File: config.mk
export PLATFORM = sky130hd
export DESIGN_NAME = fwid_core
export DESIGN_NICKNAME = d
export VERILOG_FILES = /design/src/core/fwid_core.v
export VERILOG_INCLUDE_DIRS = /design/src /design/src/core
export SDC_FILE = /design/constraint.sdc
export NUM_CORES = 1
export LEC_CHECK = 0
export BUFFER_PORTS_ARGS = -buffer_cell sky130_fd_sc_hd__buf_2
export CAP_MARGIN = 20
export CORE_MARGIN = 1.5
export CORE_UTILIZATION = 52
export DETAILED_ROUTE_END_ITERATION = 16
export GPL_ROUTABILITY_DRIVEN = 0
export PLACE_DENSITY = 0.85
export SLEW_MARGIN = 20
export SYNTH_ARGS = -nofsm -noshare
export SYNTH_HDL_FRONTEND = slang
export SYNTH_SLANG_ARGS = --single-unit
File: constraint.sdc
create_clock -name core_clk_in -period 5 [get_ports core_clk_in]
set_input_delay 1 -clock core_clk_in [delete_from_list [all_inputs] [get_ports core_clk_in]]
set_output_delay 1 -clock core_clk_in [all_outputs]
set_load 0.01 [all_outputs]
File: src/core/fwid_defs.vh
`ifndef FWID_DEFS_VH
`define FWID_DEFS_VH
// Low address patterns of the identification read.
`define FWID_PAT_MAKER   4'h0
`define FWID_PAT_DEV1    4'h1
`define FWID_PAT_PROT    4'h2
`define FWID_PAT_IND     4'h3
`define FWID_PAT_DEV2    4'hE
`define FWID_PAT_DEV3    4'hF
// Indicator word fixed low bits.
`define FWID_IND_LOW     3'h1
// Command bytes and unlock addresses.
`define FWID_UNLK_A1     12'h555
`define FWID_UNLK_A2     12'h2AA
`define FWID_UNLK_D1     8'hAA
`define FWID_UNLK_D2     8'h55
`define FWID_CMD_ID      8'h90
`define FWID_CMD_BYP     8'h20
`define FWID_CMD_PROG    8'hA0
`define FWID_CMD_ERASE   8'h80
`define FWID_CMD_CFG     8'hD0
`define FWID_CMD_RESET   8'hF0
`define FWID_CMD_SECT    8'h30
`define FWID_CMD_CHIP    8'h10
// Idle levels of the filtered pins after reset: clock low, strobes high,
// boost at logic high, no high voltage and no id voltage present.
`define FWID_PIN_IDLE    8'h7C
// Width of the bank field at the top of the address.
`define FWID_BANK_W      3
`endif

File: src/core/fwid_core.v
`include "fwid_defs.vh"

// What this block does
// - Reset defaults to asynchronous reads; config command enables synchronous.
// - Asynchronous mode takes only asynchronous writes, clock ignored.
// - Synchronous mode takes asynchronous and clocked writes.
// - Clocked writes latch address on clock rise with address valid low.
// - Address on later falling edge, data first rising.
// - Programming ignores the read mode bit.
// - Bypass mode programs a word in two writes.
// - Erase sector, sector set, or whole device.
// - High boost voltage forces bypass; removal returns normal.
// - Boost input low locks every sector.
// - Identification reads return internal codes on sixteen bits.
// - Protection query returns one when sector protected.
// - Indicator word layout with fixed 001 low bits.
// - Identification reachable through command sequence too.
// - Bank-addressed identification; other banks return array data.
// - Identification only while in asynchronous read mode.
module fwid_core #(
   parameter AW        = 23,                 // Word address width.
   parameter SW        = 11,                 // Sector select bits width.
   parameter [15:0] MAKER_CODE = 16'h00A5,   // Arbitrary value.
   parameter [15:0] DEV_CODE1  = 16'h5A01,   // Arbitrary value.
   parameter [15:0] DEV_CODE2  = 16'h5A02,   // Arbitrary value.
   parameter [15:0] DEV_CODE3  = 16'h5A03    // Arbitrary value.
) (
   input  wire          core_clk_in,            // 100 MHz clock.
   input  wire          resetn_in,              // Async reset, active low.
   input  wire          flash_clk_in,           // Host burst clock pin.
   input  wire          chip_sel_n_in,          // Chip select pin, active low.
   input  wire          write_en_n_in,          // Write enable pin, active low.
   input  wire          out_en_n_in,            // Output enable pin, active low.
   input  wire          address_valid_n_in,     // Address valid pin, active low.
   input  wire [AW-1:0] addr_in,                // Address pins.
   input  wire [15:0]   data_in,                // Write data pins.
   input  wire          program_boost_input_in, // Boost pin at logic high.
   input  wire          high_program_voltage_in,// Boost pin at high voltage.
   input  wire          identification_voltage_in, // Id voltage on id line.
   input  wire [15:0]   array_data_in,          // Array read word.
   input  wire          sector_prot_in,         // Addressed sector protected.
   input  wire [7:0]    indicator_in,           // Locks, handshake, boot code.
   output reg  [15:0]   read_data_out,          // Read word to the pins.
   output reg           sync_read_out,          // Synchronous read mode.
   output reg           bypass_out,             // Fast program bypass mode.
   output reg           id_mode_out,            // Identification mode active.
   output reg  [2:0]    id_bank_out,            // Bank that shows id data.
   output reg           prog_req_out,           // Program request pulse.
   output reg  [AW-1:0] op_addr_out,            // Program or erase address.
   output reg  [15:0]   op_data_out,            // Program data.
   output reg           erase_req_out,          // Erase request pulse.
   output reg  [1:0]    erase_kind_out,         // 0 sector, 1 add sector, 2 chip.
   output reg           all_locked_out          // Every sector locked.
);

   // Reset release through two flip-flops.
   reg  rst_a_reg;
   reg  rst_b_reg;
   wire rst_n = rst_b_reg;

   always @(posedge core_clk_in or negedge resetn_in) begin
      if (!resetn_in) begin
         rst_a_reg <= 1'b0;
         rst_b_reg <= 1'b0;
      end else begin
         rst_a_reg <= 1'b1;
         rst_b_reg <= rst_a_reg;
      end
   end

   // Pin synchronisers: three stages, change accepted when stages 2 and 3 agree.
   localparam NP = 8;
   wire [NP-1:0] pin_raw = {flash_clk_in, chip_sel_n_in, write_en_n_in, out_en_n_in,
                            address_valid_n_in, program_boost_input_in,
                            high_program_voltage_in, identification_voltage_in};
   reg  [NP-1:0] s1_reg;
   reg  [NP-1:0] s2_reg;
   reg  [NP-1:0] s3_reg;
   reg  [NP-1:0] pin_reg;   // Filtered pin levels.
   reg  [NP-1:0] pin_next;
   integer i;

   always @* begin
      pin_next = pin_reg;
      for (i = 0; i < NP; i = i + 1) begin
         if (s2_reg[i] == s3_reg[i]) begin
            pin_next[i] = s3_reg[i];
         end
      end
   end

   always @(posedge core_clk_in or negedge rst_n) begin
      if (!rst_n) begin
         s1_reg  <= `FWID_PIN_IDLE;
         s2_reg  <= `FWID_PIN_IDLE;
         s3_reg  <= `FWID_PIN_IDLE;
         pin_reg <= `FWID_PIN_IDLE;
      end else begin
         s1_reg  <= pin_raw;
         s2_reg  <= s1_reg;
         s3_reg  <= s2_reg;
         pin_reg <= pin_next;
      end
   end

   wire clk_p  = pin_reg[7];
   wire ce_n   = pin_reg[6];
   wire we_n   = pin_reg[5];
   wire oe_n   = pin_reg[4];
   wire avd_n  = pin_reg[3];
   wire acc_hi = pin_reg[2];
   wire high_program_voltage    = pin_reg[1];
   wire identification_voltage    = pin_reg[0];

   // Address and data follow the filtered strobes, so they are settled by then.
   reg  ce_d_reg;
   reg  we_d_reg;
   reg  clk_d_reg;
   reg  [AW-1:0] lat_addr_reg;
   wire both_low   = !ce_n && !we_n;
   wire was_both   = !ce_d_reg && !we_d_reg;
   wire async_addr = both_low && !was_both && oe_n;
   wire rise_data  = was_both && (ce_n || we_n);
   wire clk_rise   = clk_p && !clk_d_reg;
   // Clocked address latch only counts when synchronous reads are set.
   wire sync_addr  = sync_read_out && clk_rise && !avd_n && !ce_n && oe_n;
   wire [AW-1:0] wr_addr = lat_addr_reg;

   always @(posedge core_clk_in or negedge rst_n) begin
      if (!rst_n) begin
         ce_d_reg     <= 1'b1;
         we_d_reg     <= 1'b1;
         clk_d_reg    <= 1'b0;
         lat_addr_reg <= {AW{1'b0}};
      end else begin
         ce_d_reg  <= ce_n;
         we_d_reg  <= we_n;
         clk_d_reg <= clk_p;
         if (async_addr || sync_addr) begin
            lat_addr_reg <= addr_in;
         end
      end
   end

   // Command state machine.
   localparam ST_IDLE = 3'h0;
   localparam ST_U1   = 3'h1;
   localparam ST_U2   = 3'h2;
   localparam ST_PROG = 3'h3;
   localparam ST_E1   = 3'h4;
   localparam ST_E2   = 3'h5;
   localparam ST_E3   = 3'h6;
   localparam ST_ESEQ = 3'h7;
   reg [2:0] st_reg;
   reg       byp_cmd_reg;   // Bypass entered by command.

   function is_unlock;
      input [11:0] a;
      input [7:0]  d;
      input [11:0] ea;
      input [7:0]  ed;
      is_unlock = (a == ea) && (d == ed);
   endfunction

   wire [11:0] la = wr_addr[11:0];
   wire [7:0]  ld = data_in[7:0];
   wire        byp = byp_cmd_reg || high_program_voltage;

   always @(posedge core_clk_in or negedge rst_n) begin
      if (!rst_n) begin
         st_reg         <= ST_IDLE;
         byp_cmd_reg    <= 1'b0;
         sync_read_out  <= 1'b0;
         id_mode_out    <= 1'b0;
         id_bank_out    <= 3'h0;
         prog_req_out   <= 1'b0;
         erase_req_out  <= 1'b0;
         erase_kind_out <= 2'h0;
         op_addr_out    <= {AW{1'b0}};
         op_data_out    <= 16'h0000;
         bypass_out     <= 1'b0;
         all_locked_out <= 1'b1;
      end else begin
         prog_req_out   <= 1'b0;
         erase_req_out  <= 1'b0;
         bypass_out     <= byp;
         all_locked_out <= !acc_hi;
         if (rise_data) begin
            // Write handling ignores the read mode bit, except the id command, taken only in asynchronous mode.
            case (st_reg)
               ST_IDLE: begin
                  if (byp && ld == `FWID_CMD_PROG) begin
                     st_reg <= ST_PROG;
                  end else if (byp_cmd_reg && ld == `FWID_CMD_ID) begin
                     byp_cmd_reg <= 1'b0;                // Bypass exit in a single write.
                  end else if (ld == `FWID_CMD_RESET) begin
                     id_mode_out <= 1'b0;
                     byp_cmd_reg <= 1'b0;
                  end else if (is_unlock(la, ld, `FWID_UNLK_A1, `FWID_UNLK_D1)) begin
                     st_reg <= ST_U1;
                  end
               end
               ST_U1: begin
                  st_reg <= is_unlock(la, ld, `FWID_UNLK_A2, `FWID_UNLK_D2) ? ST_U2 : ST_IDLE;
               end
               ST_U2: begin
                  st_reg <= ST_IDLE;
                  if (ld == `FWID_CMD_ID && !sync_read_out) begin
                     id_mode_out <= 1'b1;
                     id_bank_out <= wr_addr[AW-1:AW-3];
                  end else if (ld == `FWID_CMD_PROG) begin
                     st_reg <= ST_PROG;
                  end else if (ld == `FWID_CMD_BYP) begin
                     byp_cmd_reg <= 1'b1;
                  end else if (ld == `FWID_CMD_CFG) begin
                     sync_read_out <= 1'b1;
                     id_mode_out   <= 1'b0;
                  end else if (ld == `FWID_CMD_ERASE) begin
                     st_reg <= ST_E1;
                  end
               end
               ST_PROG: begin
                  st_reg       <= ST_IDLE;
                  prog_req_out <= acc_hi;
                  op_addr_out  <= wr_addr;
                  op_data_out  <= data_in;
               end
               ST_E1: begin
                  st_reg <= is_unlock(la, ld, `FWID_UNLK_A1, `FWID_UNLK_D1) ? ST_E2 : ST_IDLE;
               end
               ST_E2: begin
                  st_reg <= is_unlock(la, ld, `FWID_UNLK_A2, `FWID_UNLK_D2) ? ST_E3 : ST_IDLE;
               end
               ST_E3, ST_ESEQ: begin
                  // Chip erase, or sector erase; more sector writes add sectors.
                  if (ld == `FWID_CMD_CHIP && st_reg == ST_E3) begin
                     st_reg         <= ST_IDLE;
                     erase_req_out  <= acc_hi;
                     erase_kind_out <= 2'h2;
                  end else if (ld == `FWID_CMD_SECT) begin
                     st_reg         <= ST_ESEQ;
                     erase_req_out  <= acc_hi;
                     erase_kind_out <= (st_reg == ST_ESEQ) ? 2'h1 : 2'h0;
                     op_addr_out    <= {wr_addr[AW-1:AW-SW], {(AW-SW){1'b0}}};
                  end else begin
                     st_reg <= ST_IDLE;
                  end
               end
               default: st_reg <= ST_IDLE;
            endcase
         end
      end
   end

   // Read data: id codes in id mode for the chosen bank, or via id voltage.
   wire [3:0] pat    = addr_in[3:0];
   wire       id_sel = (identification_voltage && !sync_read_out) ||
                       (id_mode_out && addr_in[AW-1:AW-3] == id_bank_out);
   reg  [15:0] id_word;

   always @* begin
      case (pat)
         `FWID_PAT_MAKER: id_word = MAKER_CODE;
         `FWID_PAT_DEV1:  id_word = DEV_CODE1;
         `FWID_PAT_DEV2:  id_word = DEV_CODE2;
         `FWID_PAT_DEV3:  id_word = DEV_CODE3;
         `FWID_PAT_PROT:  id_word = {15'h0000, sector_prot_in};
         `FWID_PAT_IND:   id_word = {8'h00, indicator_in[7:3], `FWID_IND_LOW};
         default:         id_word = 16'h0000;
      endcase
   end

   always @(posedge core_clk_in or negedge rst_n) begin
      if (!rst_n) begin
         read_data_out <= 16'h0000;
      end else begin
         read_data_out <= id_sel ? id_word : array_data_in;
      end
   end

endmodule

After elaboration in Yosys (flattened, before gate mapping)
Cells that the tools add are included.
Word-level totals
  logic and storage cells: 169
  register bits after elaboration: 130
  output and inout bits: 66
  bits of input ports: 74
Operators by class
  equal/unequal tests: 48
  bitwise logic cells: 3
  mux-type cells: 43
  reduce and logical (&&, ||, !) cells: 45
Operator list (count)
  15-bit one-hot mux with 6 select lines: 1
  8-bit equality test, second input constant: 6
  23-bit 2-to-1 mux: 2
  23-bit one-hot mux with 2 select lines: 1
  3-bit 2-to-1 mux: 13
  3-bit inequality test, second input constant: 7
  3-bit one-hot mux with 7 select lines: 1
  1-bit 2-to-1 mux: 19
  1-bit logical AND: 18
  8-bit by 6-bit equality test with 1-bit output, second input constant: 2
  16-bit 2-to-1 mux: 1
  2-bit inequality test, second input constant: 8
  12-bit by 10-bit equality test with 1-bit output, second input constant: 1
  12-bit by 11-bit equality test with 1-bit output, second input constant: 1
  3-bit equality test, second input constant: 4
  1-bit logical NOT: 9
  1-bit equality test: 8
  4-bit by 2-bit equality test with 1-bit output, second input constant: 2
  4-bit equality test, second input constant: 2
  8-bit by 5-bit equality test with 1-bit output, second input constant: 1
  8-bit by 7-bit equality test with 1-bit output, second input constant: 1
  4-bit AND reduction: 2
  8-bit AND reduction: 1
  7-bit AND reduction: 1
  other kinds (15): 27

Logic depth before layout (Yosys ltp)
  depth after elaboration: 7
  mapped depth: 7
  gate-level depth less buffers: 5

Worst setup path before layout
OpenSTA, ideal clock, no wires.
  path kind: input to register
  start point: input data_in[3]
  end point: register op_addr_out[15]
  library setup time: 0.125 ns
  path buffers: 1
  data arrival time: 2.519 ns
  stages on the path: 6
  data required time: 4.875 ns
  setup slack: 2.356 ns
  cells stage by stage: or4_4 -> nor3_2 -> nand2_1 -> a21oi_4 -> buf_12 -> mux2_4
On the way
  word-level cells in the longest chain between the ends: 4
  elaborated cells between the ends (all ways): 6
  those cells by class: 4 x eq/ne; 2 x reduce/logical
Ends and longest elaborated chain
  start: declaration: RTL line fwid_core.v:36  | input wire [15:0] data_in,
  8-bit by 5-bit equality test with 1-bit output (no line)
  1-bit logical AND: RTL line fwid_core.v:236  | if (ld == `FWID_CMD_CHIP && st_reg == ST_E3) begin
  2-bit inequality test (no line)
  4-bit AND reduction (no line) (*)
  end signal: assignment: RTL line fwid_core.v:179  | op_addr_out <= {AW{1'b0}};
  end signal: assignment: RTL line fwid_core.v:225  | op_addr_out <= wr_addr;
  end signal: assignment: RTL line fwid_core.v:244  | op_addr_out <= {wr_addr[AW-1:AW-SW], {(AW-SW){1'b0}}};
  end: declaration: RTL line fwid_core.v:49  | output reg [AW-1:0] op_addr_out,
Every way passes the cells marked *; elsewhere a longest branch is shown, timed or not.
A chain may end at the register's enable or synchronous reset.

Worst setup path after layout
  start point: input data_in[3]
  end point: register op_addr_out[13]
The elaborated chain is that of the path after synthesis.

==> flow_summary.ini <==
[timing]
worst_pin_slew_ns = 1.05
fmax_mhz = 344
finalSetupTns_ns = 0
drv_slew = 0
slew_headroom = 0.299
clock_skew_ns = 0.00810
setup_viol = 0
rsz0062_at_grt = no
min_period_over_period = 0.581
hold_viol = 0
finalCriticalPeriod_ns = 2.90

[flow_run]
maxCapViolations = 0

[floorplan]
core_area_um2 = 9370
initial_core_util = 0.545
rows = 35
dieArea_um2 = 10400
die_x_um = 102
io_pins = 140
die_y_um = 102

[grt]
track_usage = 0.212
first_global_vias = 3427
grt_pass1_wl_um = 16700
antenna_found_initial = 0
grt.overflow.total = 0
grt_max_degree = 72

[cts]
cts-root-buf = clkbuf_8
post-cts-setup-buffer-count = 0
cts_tree = done
clock_path_buffers = 2
cts.sinks = 130
clkTransAtPathRegs_ns = 0.06
cts_resized = 0
clk_latency_ns = 0.50
cts_buffers = 17
htreeDepth = 4
ctsHoldBuffers = 0

[layout]
antenna-diode-count = 0
fin_nets = 590
area_growth_pct = 28.6
multi_input_area_um2 = 1670
drive_gt1_frac = 0.476
final_util = 0.701
final_common_cell = buf_2
seq_area_um2 = 3290
layout_common_cells = buf_2, dfrtp_1, mux2_2
n_fill_cell = 683

[setup_path]
path_cells = buf_2, or4_4, nor3_2, nand2_1, a21oi_4, mux2_2
cp_slowest_cell = a21oi_4
worstPathArrival_ns = 3.29
worst-setup-path-type = in -> reg
crit_path_end_kind = flip-flop
required_ns = 5.39
cp-start-kind = input port
cp_slowest_stage_delay_ns = 0.84
crit_fanout = 23

[synth]
synth-seq-cells = 130
ys_warn_count = 0
async_flop_share = 1.00
yosysUniqueCellTypes = 54
synthFlopType = dfrtp_1
yosysSeqAreaShare = 0.643
syn_inst = 376
synth.avg_cell_area_um2 = 13.6
syn_area_um2 = 5110
synth_enable_flop_cells = 0
synth_nets = 450

[pwr]
ir_drop_v = 0.000236
total_leakage_power_nw = 3.12
p_per_area_nw_per_um2 = 530

[detailed_routing]
route.vias.total = 3418
ant_nets = 0
via_per_inst = 5.19
drt_first_pass_iters = 5
wl_um = 10500
drcViolationCount = 0
wl_per_cell_um = 15.9
drt-initial-drc-count = 103

[hold_path]
worstHoldPathType = in -> async

[run_status]
status = completed

[placement]
numPortBuffers = 136
hpwlAfterDp_um = 7100
[worst paths after layout]
| path | from | end | slack, ns | depth (start not counted) |
|---|---|---|---|---|
| setup / recovery | data_in[3] | op_addr_out[13]$_DFFE_PN0P_ | 2.10 | 6 |
| max in group asynchronous | rst_b_reg$_DFF_PN0_ | st_reg[1]$_DFFE_PN0P_ | 3.28 | 1 |
| hold / removal | resetn_in | rst_a_reg$_DFF_PN0_ | 0.27 | 1 |
| setup reg to reg | pin_reg[5]$_DFFE_PN1N_ | op_addr_out[13]$_DFFE_PN0P_ | 2.71 | 4 |
| min in group core_clk_in | s1_reg[7]$_DFF_PN0_ | s2_reg[7]$_DFF_PN0_ | 0.35 | 0 |
| hold reg to reg | s1_reg[7]$_DFF_PN0_ | s2_reg[7]$_DFF_PN0_ | 0.35 | 0 |
[critical path, delay by kind of cell]
kind / cells / cell delay, ns
and+or+nand+nor: 3 / 0.89
AOI/OAI and AO/OA: 1 / 0.84
muxes: 1 / 0.42
buffers and inverters: 1 / 0.14
[layout make-up]
cell class,count,share of cell area
Tap cell,129,0.0246
Inverter,20,0.0114
Timing Repair Buffer,137,0.105
Multi-Input combinational cell,210,0.254
Clock inverter,12,0.0385
Sequential cell,130,0.500
Clock buffer,20,0.0663
[cell usage after synthesis (3+ instances only)]
master    number  area [um2]
dfrtp_1      107        2680
mux2_2        42         473
nand2_1       29         109
dfstp_2       23         604
inv_1         20        75.1
o21ai_0       16        80.1
mux2i_1       12         120
nor2_1        12        45.0
clkbuf_1       9        33.8
maj3_1         8        80.1
mux2_4         8         120
a21oi_1        5        25.0
nand3_1        5        25.0
nand4_1        5        31.3
a21boi_0       4        30.0
and2_1         4        25.0
xnor2_1        4        35.0
buf_2          3        15.0
nand2b_1       3        18.8
nand3b_1       3        22.5
nor4_1         3        18.8
nor4b_1        3        26.3
o31ai_1        3        22.5
or2_2          3        18.8
[stage by stage]
| stage | power (W) | hold WS (ns) | setup slack, ns | area, um2 | instances |
|---|---|---|---|---|---|
| 2_1_floorplan | 0.00182 | 0.331 | 1.15 | 5110 | 376 |
| 3_3_place_gp | 0.00203 | 0.335 | 1.62 | 5880 | 626 |
| 3_5_place_dp | 0.00208 | 0.335 | 1.57 | 5880 | 626 |
| 4_1_cts | 0.00351 | 0.253 | 2.09 | 6570 | 658 |
| 5_1_grt | 0.00365 | 0.246 | 2.03 | 6570 | 658 |
| 6_report | 0.00348 | 0.272 | 2.10 | 6570 | 658 |
[metal layers]
| metal | vias up | global-route usage | wire length (um) |
|---|---|---|---|
| li1 | 1601 | - | - |
| met1 | 1672 | 0.263 | 4310 |
| met2 | 132 | 0.348 | 5310 |
| met3 | 13 | 0.0711 | 666 |
| met4 | 0 | 0.0769 | 159 |
| met5 | - | 0 | 0 |
[power by group]
part	switching [W]	leakage, nW	internal (W)
clock	0.000441	0.330	0.000978
sequential	0.000167	1.53	0.00129
combinational	0.000284	1.27	0.000322
total	0.000892	3.12	0.00259
[logic make-up (layout without fill, tap and decap cells)]
logic type	after synthesis	count (layout)	share of synthesized area
adder cells (fa/ha/maj)	8	8	0.0157
flip-flops	130	130	0.643
XOR/XNOR	4	4	0.00686
other	1	1	0.000734
AO/OA/AOI/OAI	39	39	0.0507
AND/OR/NAND/NOR	94	94	0.107
buffers and inverters	36	189	0.0319
multiplexers	64	64	0.144
Note: power is estimated with default switching activity, not from simulation.
